[src/serp_pkg.sv]
// constants and types shared by the serial eeprom read port
package serp_pkg;
   localparam int unsigned SERP_DEPTH       = 16;
   localparam int unsigned SERP_AW          = 4;
   localparam int unsigned SERP_DW          = 8;
   localparam logic [6:0]  SERP_DEV_ADDR    = 7'h50;
   localparam logic        SERP_DIR_READ    = 1'h1;
   localparam logic [3:0]  SERP_BIT_LAST    = 4'h7;
   localparam logic [3:0]  SERP_BIT_ACK     = 4'h8;
   localparam logic [3:0]  SERP_ADDR_RST    = 4'h0;
   localparam logic [3:0]  SERP_ADDR_STEP   = 4'h1;

   typedef enum logic [2:0] {
      SERP_IDLE  = 3'b000,
      SERP_CTRL  = 3'b001,
      SERP_WADDR = 3'b010,
      SERP_WDATA = 3'b011,
      SERP_RDATA = 3'b100,
      SERP_RACK  = 3'b101
   } serp_state_t;
endpackage

[src/serp_bus_if.sv]
// bus condition signals passed from the line watcher to the protocol engine
`timescale 1ns/1ns
interface serp_bus_if;
   logic start;
   logic stop;
   logic scl_rise;
   logic scl_fall;
   logic sda;
   modport watcher (output start, output stop, output scl_rise, output scl_fall, output sda);
   modport engine  (input start, input stop, input scl_rise, input scl_fall, input sda);
endinterface

[src/serp_line_watch.sv]
// edge and start/stop detector on the two bus lines
`timescale 1ns/1ns
module serp_line_watch (
   input  wire logic clk,
   input  wire logic rst_n,
   input  wire logic scl_in,
   input  wire logic sda_in,
   serp_bus_if.watcher bus
);
   logic scl_r;
   logic sda_r;

   always_ff @(posedge clk) begin
      if (!rst_n) begin
         scl_r <= 1'h1;
         sda_r <= 1'h1;
      end else begin
         scl_r <= scl_in;
         sda_r <= sda_in;
      end
   end

   // sda changing while scl high marks start (falling) or stop (rising)
   assign bus.start    = scl_r & scl_in & sda_r & ~sda_in;
   assign bus.stop     = scl_r & scl_in & ~sda_r & sda_in;
   assign bus.scl_rise = ~scl_r & scl_in;
   assign bus.scl_fall = scl_r & ~scl_in;
   assign bus.sda      = sda_in;
endmodule

[src/serp_read_port.sv]
// read port of the 16 byte serial data eeprom
// Contract
// RL1 - read starts like write, direction bit one
// RL2 - counter keeps last address, next read n+1
// RL3 - address match with read: ack, send byte
// RL4 - master nack then stop ends; release data
// RL5 - master loads word address by write first
// RL6 - repeated start abandons write, keeps pointer
// RL7 - master resends control byte with read bit
// RL8 - after random read pointer follows returned byte
// RL9 - master ack gets next sequential byte
// RL10 - pointer increments by one per read
// RL11 - array holds 16 bytes, pointer covers them
// RL12 - pointer wraps past last location to zero
`timescale 1ns/1ns
module serp_read_port
   import serp_pkg::*;
(
   input  wire logic               clk,
   input  wire logic               rst_n,
   input  wire logic               scl_in,
   input  wire logic               sda_in,
   output logic                    sda_out,
   output logic                    sda_oe,
   input  wire logic               init_we,
   input  wire logic [SERP_AW-1:0] init_addr,
   input  wire logic [SERP_DW-1:0] init_data,
   output logic [SERP_AW-1:0]      addr_ptr,
   output logic                    busy
);
   serp_bus_if bus ();

   serp_line_watch u_watch (
      .clk    (clk),
      .rst_n  (rst_n),
      .scl_in (scl_in),
      .sda_in (sda_in),
      .bus    (bus)
   );

   // array contents come from the write side, modelled here by a load port
   logic [SERP_DW-1:0] mem [SERP_DEPTH];  // [RL11]

   serp_state_t        state_r, state_nxt;
   logic [3:0]         bit_r;
   logic [SERP_DW-1:0] sh_r;
   logic [SERP_AW-1:0] ptr_r;
   logic               drv_r;
   logic               out_r;

   function automatic logic [SERP_AW-1:0] step(input logic [SERP_AW-1:0] a);
      step = a + SERP_ADDR_STEP;  // natural 4 bit overflow wraps 15 to 0 [RL12]
   endfunction

   wire ctrl_hit  = (sh_r[7:1] == SERP_DEV_ADDR);
   wire byte_done = bus.scl_rise && (bit_r == SERP_BIT_LAST);
   wire ack_slot  = (bit_r == SERP_BIT_ACK);
   wire is_read   = sh_r[0] == SERP_DIR_READ;  // [RL1]
   // the ninth rise is the ack clock; the fall before it opens the ack slot
   wire ack_rise  = bus.scl_rise && ack_slot;
   // idle never acks, so a foreign address or a finished read stays silent
   wire ack_drive = ack_slot && (state_r == SERP_CTRL ? ctrl_hit : (state_r == SERP_WADDR || state_r == SERP_WDATA));

   always_ff @(posedge clk) begin
      if (init_we)
         mem[init_addr] <= init_data;
   end

   always_comb begin
      state_nxt = state_r;
      if (bus.stop)
         state_nxt = SERP_IDLE;  // [RL4]
      else if (bus.start)
         state_nxt = SERP_CTRL;  // a repeated start drops any write in flight [RL6]
      else if (state_r == SERP_RDATA && byte_done)
         state_nxt = SERP_RACK;  // last bit stays out until the fall, then the master answers
      else if (ack_rise) begin
         case (state_r)
            SERP_CTRL: begin
               if (!ctrl_hit)
                  state_nxt = SERP_IDLE;
               else if (is_read)
                  state_nxt = SERP_RDATA;  // [RL3]
               else
                  state_nxt = SERP_WADDR;  // [RL5]
            end
            SERP_WADDR: state_nxt = SERP_WDATA;
            SERP_WDATA: state_nxt = SERP_WDATA;
            SERP_RACK:  state_nxt = bus.sda ? SERP_IDLE : SERP_RDATA;  // nack ends the read at once, ack goes on to the next byte [RL4] [RL9]
            default:    state_nxt = state_r;
         endcase
      end
   end

   always_ff @(posedge clk) begin
      if (!rst_n)
         state_r <= SERP_IDLE;
      else
         state_r <= state_nxt;
   end

   // bit counter: counts rises; eight data bits, then the ack rise closes the frame
   always_ff @(posedge clk) begin
      if (!rst_n || bus.start || bus.stop)
         bit_r <= 4'h0;
      else if (ack_rise)
         bit_r <= 4'h0;
      else if (bus.scl_rise)
         bit_r <= bit_r + 4'h1;
   end

   // receive shift register for control and address bytes
   always_ff @(posedge clk) begin
      if (!rst_n)
         sh_r <= 8'h00;
      else if (bus.scl_rise && bit_r < SERP_BIT_ACK && state_r != SERP_RDATA)
         sh_r <= {sh_r[6:0], bus.sda};
   end

   // pointer: loaded by the word address, stepped once per byte sent and once per write data byte received
   always_ff @(posedge clk) begin
      if (!rst_n)
         ptr_r <= SERP_ADDR_RST;
      else if (state_r == SERP_WADDR && byte_done)
         ptr_r <= {sh_r[2:0], bus.sda};  // kept even if a restart follows [RL6]
      else if (state_r == SERP_WDATA && byte_done)
         ptr_r <= step(ptr_r);  // write data itself belongs to the write side
      else if (state_r == SERP_RDATA && byte_done)
         ptr_r <= step(ptr_r);  // [RL2] [RL8] [RL10]
   end

   // data drive: ack low, then msb first from the pointed location
   logic [2:0] bsel;
   assign bsel = 3'(SERP_BIT_LAST - bit_r);
   wire rd_bit = mem[ptr_r][bsel];

   always_ff @(posedge clk) begin
      if (!rst_n) begin
         drv_r <= 1'h0;
         out_r <= 1'h1;
      end else if (bus.start || bus.stop) begin
         drv_r <= 1'h0;  // [RL4]
         out_r <= 1'h1;
      end else if (bus.scl_fall) begin
         if (ack_drive) begin
            drv_r <= 1'h1;  // acknowledge slot
            out_r <= 1'h0;
         end else if (state_r == SERP_RDATA && bit_r <= SERP_BIT_LAST) begin
            drv_r <= 1'h1;  // msb first, changed only while scl is low [RL3] [RL9]
            out_r <= rd_bit;
         end else begin
            drv_r <= 1'h0;  // release for the master's ack bit
            out_r <= 1'h1;
         end
      end
   end

   assign sda_out  = out_r;
   assign sda_oe   = drv_r;
   assign addr_ptr = ptr_r;
   assign busy     = (state_r != SERP_IDLE);

   property p_wrap;
      @(posedge clk) disable iff (!rst_n)
      (state_r == SERP_RDATA && byte_done && ptr_r == 4'hf) |=> ptr_r == 4'h0;
   endproperty
   a_wrap: assert property (p_wrap) else $error("pointer did not wrap");  // [RL12]

   property p_step;
      @(posedge clk) disable iff (!rst_n)
      (state_r == SERP_RDATA && byte_done && !bus.start && !bus.stop) |=> ptr_r == $past(ptr_r) + 4'h1;
   endproperty
   a_step: assert property (p_step) else $error("pointer not stepped after read");  // [RL10]

   property p_release;
      @(posedge clk) disable iff (!rst_n)
      bus.stop |=> !sda_oe;
   endproperty
   a_release: assert property (p_release) else $error("data still driven after stop");  // [RL4]

   property p_keep;
      @(posedge clk) disable iff (!rst_n)
      bus.start |=> ptr_r == $past(ptr_r);
   endproperty
   a_keep: assert property (p_keep) else $error("pointer lost on restart");  // [RL6]

   property p_rd_enter;
      @(posedge clk) disable iff (!rst_n)
      (state_r == SERP_CTRL && bus.scl_rise && ack_slot && ctrl_hit && is_read && !bus.start && !bus.stop)
      |=> state_r == SERP_RDATA;
   endproperty
   a_rd_enter: assert property (p_rd_enter) else $error("read not entered");  // [RL3]

   property p_nack_idle;
      @(posedge clk) disable iff (!rst_n)
      (state_r == SERP_RACK && bus.scl_rise && bus.sda && !bus.start && !bus.stop) |=> state_r == SERP_IDLE;
   endproperty
   a_nack_idle: assert property (p_nack_idle) else $error("nack did not end read");  // [RL4]

   property p_seq;
      @(posedge clk) disable iff (!rst_n)
      (state_r == SERP_RACK && bus.scl_rise && !bus.sda && !bus.start && !bus.stop) |=> state_r == SERP_RDATA;
   endproperty
   a_seq: assert property (p_seq) else $error("ack did not continue read");  // [RL9]

   property p_load;
      @(posedge clk) disable iff (!rst_n)
      (state_r == SERP_WADDR && byte_done && !bus.start && !bus.stop) |=> ptr_r[0] == $past(bus.sda);
   endproperty
   a_load: assert property (p_load) else $error("word address not loaded");  // [RL5]

   property p_ack;
      @(posedge clk) disable iff (!rst_n)
      (state_r == SERP_CTRL && bus.scl_fall && ack_slot && ctrl_hit && !bus.start && !bus.stop)
      |=> sda_oe && !sda_out;
   endproperty
   a_ack: assert property (p_ack) else $error("own address not acknowledged");  // [RL3]

   property p_refuse;
      @(posedge clk) disable iff (!rst_n)
      (state_r == SERP_CTRL && bus.scl_fall && ack_slot && !ctrl_hit && !bus.start && !bus.stop)
      |=> !sda_oe;
   endproperty
   a_refuse: assert property (p_refuse) else $error("foreign address acknowledged");  // [RL3]

   property p_idle_quiet;
      @(posedge clk) disable iff (!rst_n)
      (state_r == SERP_IDLE && bus.scl_fall && !bus.start && !bus.stop) |=> !sda_oe;
   endproperty
   a_idle_quiet: assert property (p_idle_quiet) else $error("data driven while idle");  // [RL4]
endmodule
[config.mk]
export PLATFORM = sky130hd
export DESIGN_NAME = serp_read_port
export DESIGN_NICKNAME = d
export VERILOG_FILES = /design/src/serp_pkg.sv /design/src/serp_bus_if.sv /design/src/serp_line_watch.sv /design/src/serp_read_port.sv
export SDC_FILE = /design/constraint.sdc
export NUM_CORES = 1
export LEC_CHECK = 0
export BUFFER_PORTS_ARGS = -buffer_cell sky130_fd_sc_hd__buf_2
export CAP_MARGIN = 20
export CORE_MARGIN = 10
export CORE_UTILIZATION = 50
export DETAILED_ROUTE_END_ITERATION = 10
export PLACE_DENSITY = 0.67
export SLEW_MARGIN = 10
export SYNTH_ARGS = -nofsm -noshare
export SYNTH_HDL_FRONTEND = slang
export SYNTH_SLANG_ARGS = --single-unit
[constraint.sdc]
create_clock -name clk -period 3.76 [get_ports clk]
set_input_delay 0 -clock clk [delete_from_list [all_inputs] [get_ports clk]]
set_output_delay 0 -clock clk [all_outputs]
set_load 0.005 [all_outputs]
## Yosys cells after proc, flatten, opt, wreduce, memory -nomap -nowiden

Memory sizes are Yosys's and may differ from the RTL's. A register that Yosys moved wholly into a read port is not among the register bits.
Index checks and enable logic that the tools add are counted.

| cells by class | value |
|---|---|
| add/subtract/negate cells | 3 |
| order comparisons | 3 |
| equal/unequal tests | 9 |
| muxes and demuxes | 21 |
| bitwise operators | 12 |
| reduce and logical (&&, ||, !) cells | 30 |

Operator list:

| cell | number |
|---|---|
| $mux 4 | 5 |
| $mux 3 | 5 |
| $reduce_bool 3->1 | 4 |
| $logic_and 1x1->1 | 9 |
| $mux 1 | 9 |
| $pmux 3 s3 | 1 |
| $add 4x1->4 const B | 2 |
| $reduce_or 2->1 | 4 |
| $and 1x1->1 | 7 |
| $eq 7x7->1 const B | 1 |
| $eq 3x2->1 const B | 2 |
| $eq 3x3->1 const B | 2 |
| $reduce_and 2->1 | 3 |
| $not 1->1 | 5 |
| $reduce_bool 5->1 | 1 |
| $eq 4x3->1 const B | 1 |
| $eq 4x4->1 const B | 1 |
| $le 4x3->1 const B | 1 |
| $logic_or 1x1->1 | 4 |
| $lt 3x4->1 const B | 1 |
| $lt 4x4->1 const B | 1 |
| $reduce_bool 4->1 | 1 |
| $reduce_or 4->1 | 1 |
| $bmux 1 s3 | 1 |
| other kinds (6) | 6 |

| storage, ports and cells | value |
|---|---|
| register bits | 23 |
| RAM bits | 128 |
| input port bits | 17 |
| logic and storage cells | 89 |
| memories | 1 |

Memory list:

| memory | depth | bits a word | read ports | clocked after Yosys merged registers in | write ports | line | source |
|---|---|---|---|---|---|---|---|
| mem | 16 | 8 | 1 | 1 | 1 | serp_read_port.sv:42 | `logic [SERP_DW-1:0] mem [SERP_DEPTH];` |

## Depth between registers and ports, before layout

| logic depth | value |
|---|---|
| depth after elaboration | 9 |
| gate-level depth with buffers | 9 |
| depth with buffers taken out | 6 |

## Cells and area by module

Synthesis repeated with hierarchy kept, for this count alone.

| unflattened totals | value |
|---|---|
| cell total of the unflattened synthesis | 377 |
| area total of the unflattened synthesis | 6336.1 um2 |

By module, submodules not included:

| module | instances | cells each | area an instance (um2) |
|---|---|---|---|
| serp_read_port | 1 | 368 | 6243.5 |
| serp_line_watch | 1 | 9 | 92.6 |

## Least setup slack after synthesis

Ideal clock, no wire load.

| timing | value |
|---|---|
| kind | reg2reg |
| start point | register (tool-made name) |
| end point | register out_r (netlist: sda_out) |
| library setup time | 116 ps |
| arrival time | 1964 ps |
| required time | 3644 ps |
| setup slack | 1680 ps |
| cell stages (with the launch flop) | 9 |
| path buffers | 2 |
| clock period less this slack | 2080 ps |
| cells stage by stage | dfxtp_1 > buf_2 > buf_2 > mux4_2 > a22oi_1 > a21oi_1 > nand4b_1 > a41o_1 > o211a_1 |

RTL lines:

| what | line | source |
|---|---|---|
| to (signal assigned) | serp_read_port.sv:150 | `out_r <= rd_bit;` |
| to (decl) | serp_read_port.sv:49 | `logic out_r;` |

==> impl_metrics.toml <==
[run_status]
status = "completed"

[pwr]
p_sw_frac = 0.189
p_seq_frac = 0.498
combPwrFrac = 0.027
p_leak_uw = 0.00239
intPower_uw = 3100
p_clk_frac = 0.475
pwr_density_cell_nw_per_um2 = 521
ir_drop_mv = 0.276
power.switching_uw = 723

[timing]
worst_pin_slew_ns = 1.03
setup_viol = 0
fmax_ghz = 0.396
timing.setup.tns_ns = 0
slew_violations = 0
fin_ws_ns = 1.24
skew_ns = 0.00418
hold_viol_final = 0
timing.slew.headroom = 0.313
min_period_over_period = 0.671
rsz0062_at_grt = "no"
fin_crit_ns = 2.52

[place]
hpwl_um = 8470
numPortBuffers = 23
routabilityCongestion = 0.871
dp.cells = 567
place_area_um2 = 6570
place_ws_ns = 1.24

[worst_setup_path]
crit_path_end_kind = "flop"
cp.required_ns = 4.08
path_cells = "buf_4 > mux4_2 > a22oi_1 > a21oi_1 > nand4b_1 > a41o_1 > o211a_1"
slowest_stage = "dfxtp_2"
worstPathArrival_ns = 2.84
rr_worst_depth = 7
crit_path_max_fanout = 19
crit_type = "flop to flop"
max_stage_delay_ns = 0.69
startpoint_type = "flop"

[drt]
viasPerCell = 5.68
post_drt_wl_per_cell_um = 21.2
wl_um = 13000
first_pass_iters = 4
first_iter_violations = 315
drc = 0
route.vias.total = 3474
postRouteAntennaNets = 0

[synth]
yosysSeqAreaShare = 0.698
ys_types = 49
synth_seq_cells = 155
syn_nets = 406
synth-async-reset-ratio = 0
yosys_warnings = 0
yosysTopAreaCellShare = 0.612
yosysTopAreaCell = "edfxtp_1"
yosys-top-cells-area = "edfxtp_1 61%, mux4_2 9.0%, dfxtp_1 8.6%"
synth_edf_count = 128
synth_ff_type = "edfxtp_1"
avgSynthCellArea_um2 = 16.2
netlist_area_um2 = 6280
synth_cells = 387

[clock_tree]
clk_latency_ns = 0.42
ctsResizeCount = 0
cts_tree = "done"
cts_hold_buf = 13
cts.sink_count = 155
path_clk_slew_ns = 0.06
cts_made_buffers = 17
cts_buffer_depth = 2
cts_setup_buffers = 0
clockRootBuffer = "clkbuf_16"
cts.htree.levels = 4

[job]
drv_cap = 0

[min_path]
hold_path.class = "input port to flop"
worstHoldPathCells = 3
hold_path.startpoint = "init_addr[0]"

[layout]
final_util = 0.603
syn_to_final_growth_pct = 16.8
diodes = 0
final_nets = 450
drive_above_1_share = 0.196
postLayoutCellArea_um2 = 7340
instances_no_fill = 612

[floorplan]
die_y_um = 132
coreArea_um2 = 12200
dieWidth_um = 132
io_pins = 24
die_area_um2 = 17400
start_util = 0.516
rows = 40

[global_route]
grt_overflow = 0
grt_pass1_vias = 3598
grt_start_max_net_pins = 22
grt_usage = 0.157
antenna_found_initial = 0
grt_pass1_wl_um = 20400
cell families after synthesis:
| kind of cell | count (synthesis) | share of synthesized area |
|---|---|---|
| DFF | 155 | 0.698 |
| adders and majority gates | 2 | 0.00398 |
| muxes | 54 | 0.136 |
| and+or+nand+nor | 106 | 0.0901 |
| AOI/OAI and AO/OA | 43 | 0.0494 |
| buffers and inverters | 23 | 0.0169 |
| xor gates and xnor gates | 4 | 0.00558 |
worst max-delay path, delay by kind of cell (launching register included):
kind	cells	cell delay [ns]
buf+inv	1	0.41
mux	1	0.54
compound gates	4	0.60
flops	1	0.69
simple gates	1	0.18
cell type report:
type	instances	area (µm²)
Fill cell	908	4820
Sequential cell	155	4390
Multi-Input combinational cell	209	1790
Clock buffer	24	482
Timing Repair Buffer	42	290
Tap cell	168	210
Clock inverter	8	156
Inverter	6	22.5
registers in the layout, indices dropped and copies added, names as in the netlist, named ones only:
register       flops
u_watch.sda_r      1
state_r            3
bit_r              4
sh_r               8
sda_oe             1
addr_ptr           4
mem              128
u_watch.scl_r      1
sda_out            1
synthesized netlist by cell type, types with 3 or more instances:
master    instances
mux4_2           25
clkbuf_1          7
nor2b_1          17
edfxtp_1        128
nand3_1          11
o21ai_0           5
nand2b_1          7
a221oi_1          3
nor3_1           13
nor2_1           26
mux2i_1          29
buf_2             7
xnor2_1           3
a22oi_1           8
nand2_1          14
inv_1             6
a21oi_1           6
dfxtp_1          27
or3_1             3
nand3b_1          4
layout by cell type (no fill, tap or decap), drive strengths merged, types with 4 or more instances in the layout:
cell | Yosys | final
a22oi | 8 | 8
clkbuf | 7 | 24
edfxtp | 128 | 128
dfxtp | 27 | 27
mux2i | 29 | 29
nor2 | 26 | 26
bufinv | 0 | 4
buf | 10 | 29
nand3 | 11 | 11
nor2b | 17 | 17
dlygate4sd3 | 0 | 13
mux4 | 25 | 25
o21ai | 6 | 6
nand2b | 7 | 7
nand2 | 14 | 14
inv | 6 | 8
nor3 | 13 | 13
nand3b | 4 | 4
a21oi | 6 | 6
path summary, 6_finish.rpt:
| path | slack, ns | to |
|---|---|---|
| setup / recovery | 1.24 | sda_out |
| hold / removal | 0.12 | mem[12][6] |
| setup reg to reg | 1.24 | sda_out |
| hold reg to reg | 0.54 | sh_r[4] |
layer usage:
metal	track usage	wire length, µm
met3	0.0732	1010
met4	0.0513	187
met5	0	0
met2	0.254	6460
met1	0.179	5330
power groups by stage:
stage / Combinational (µW) / Sequential [µW] / Clock (µW)
floorplan: 45.4 / 1930 / 0
global placement: 90.1 / 1940 / 0
detailed placement: 93.0 / 1940 / 0
CTS: 104 / 1900 / 1850
global route: 113 / 1910 / 1930
finish: 103 / 1900 / 1820
metrics by stage:
step                hold WS (ns)  power [µW]
floorplan                 0.0730        1980
global placement           0.251        2030
detailed placement         0.257        2030
CTS                        0.105        3860
global route               0.122        3950
finish                     0.124        3820
(Power assumes the default switching activity.)
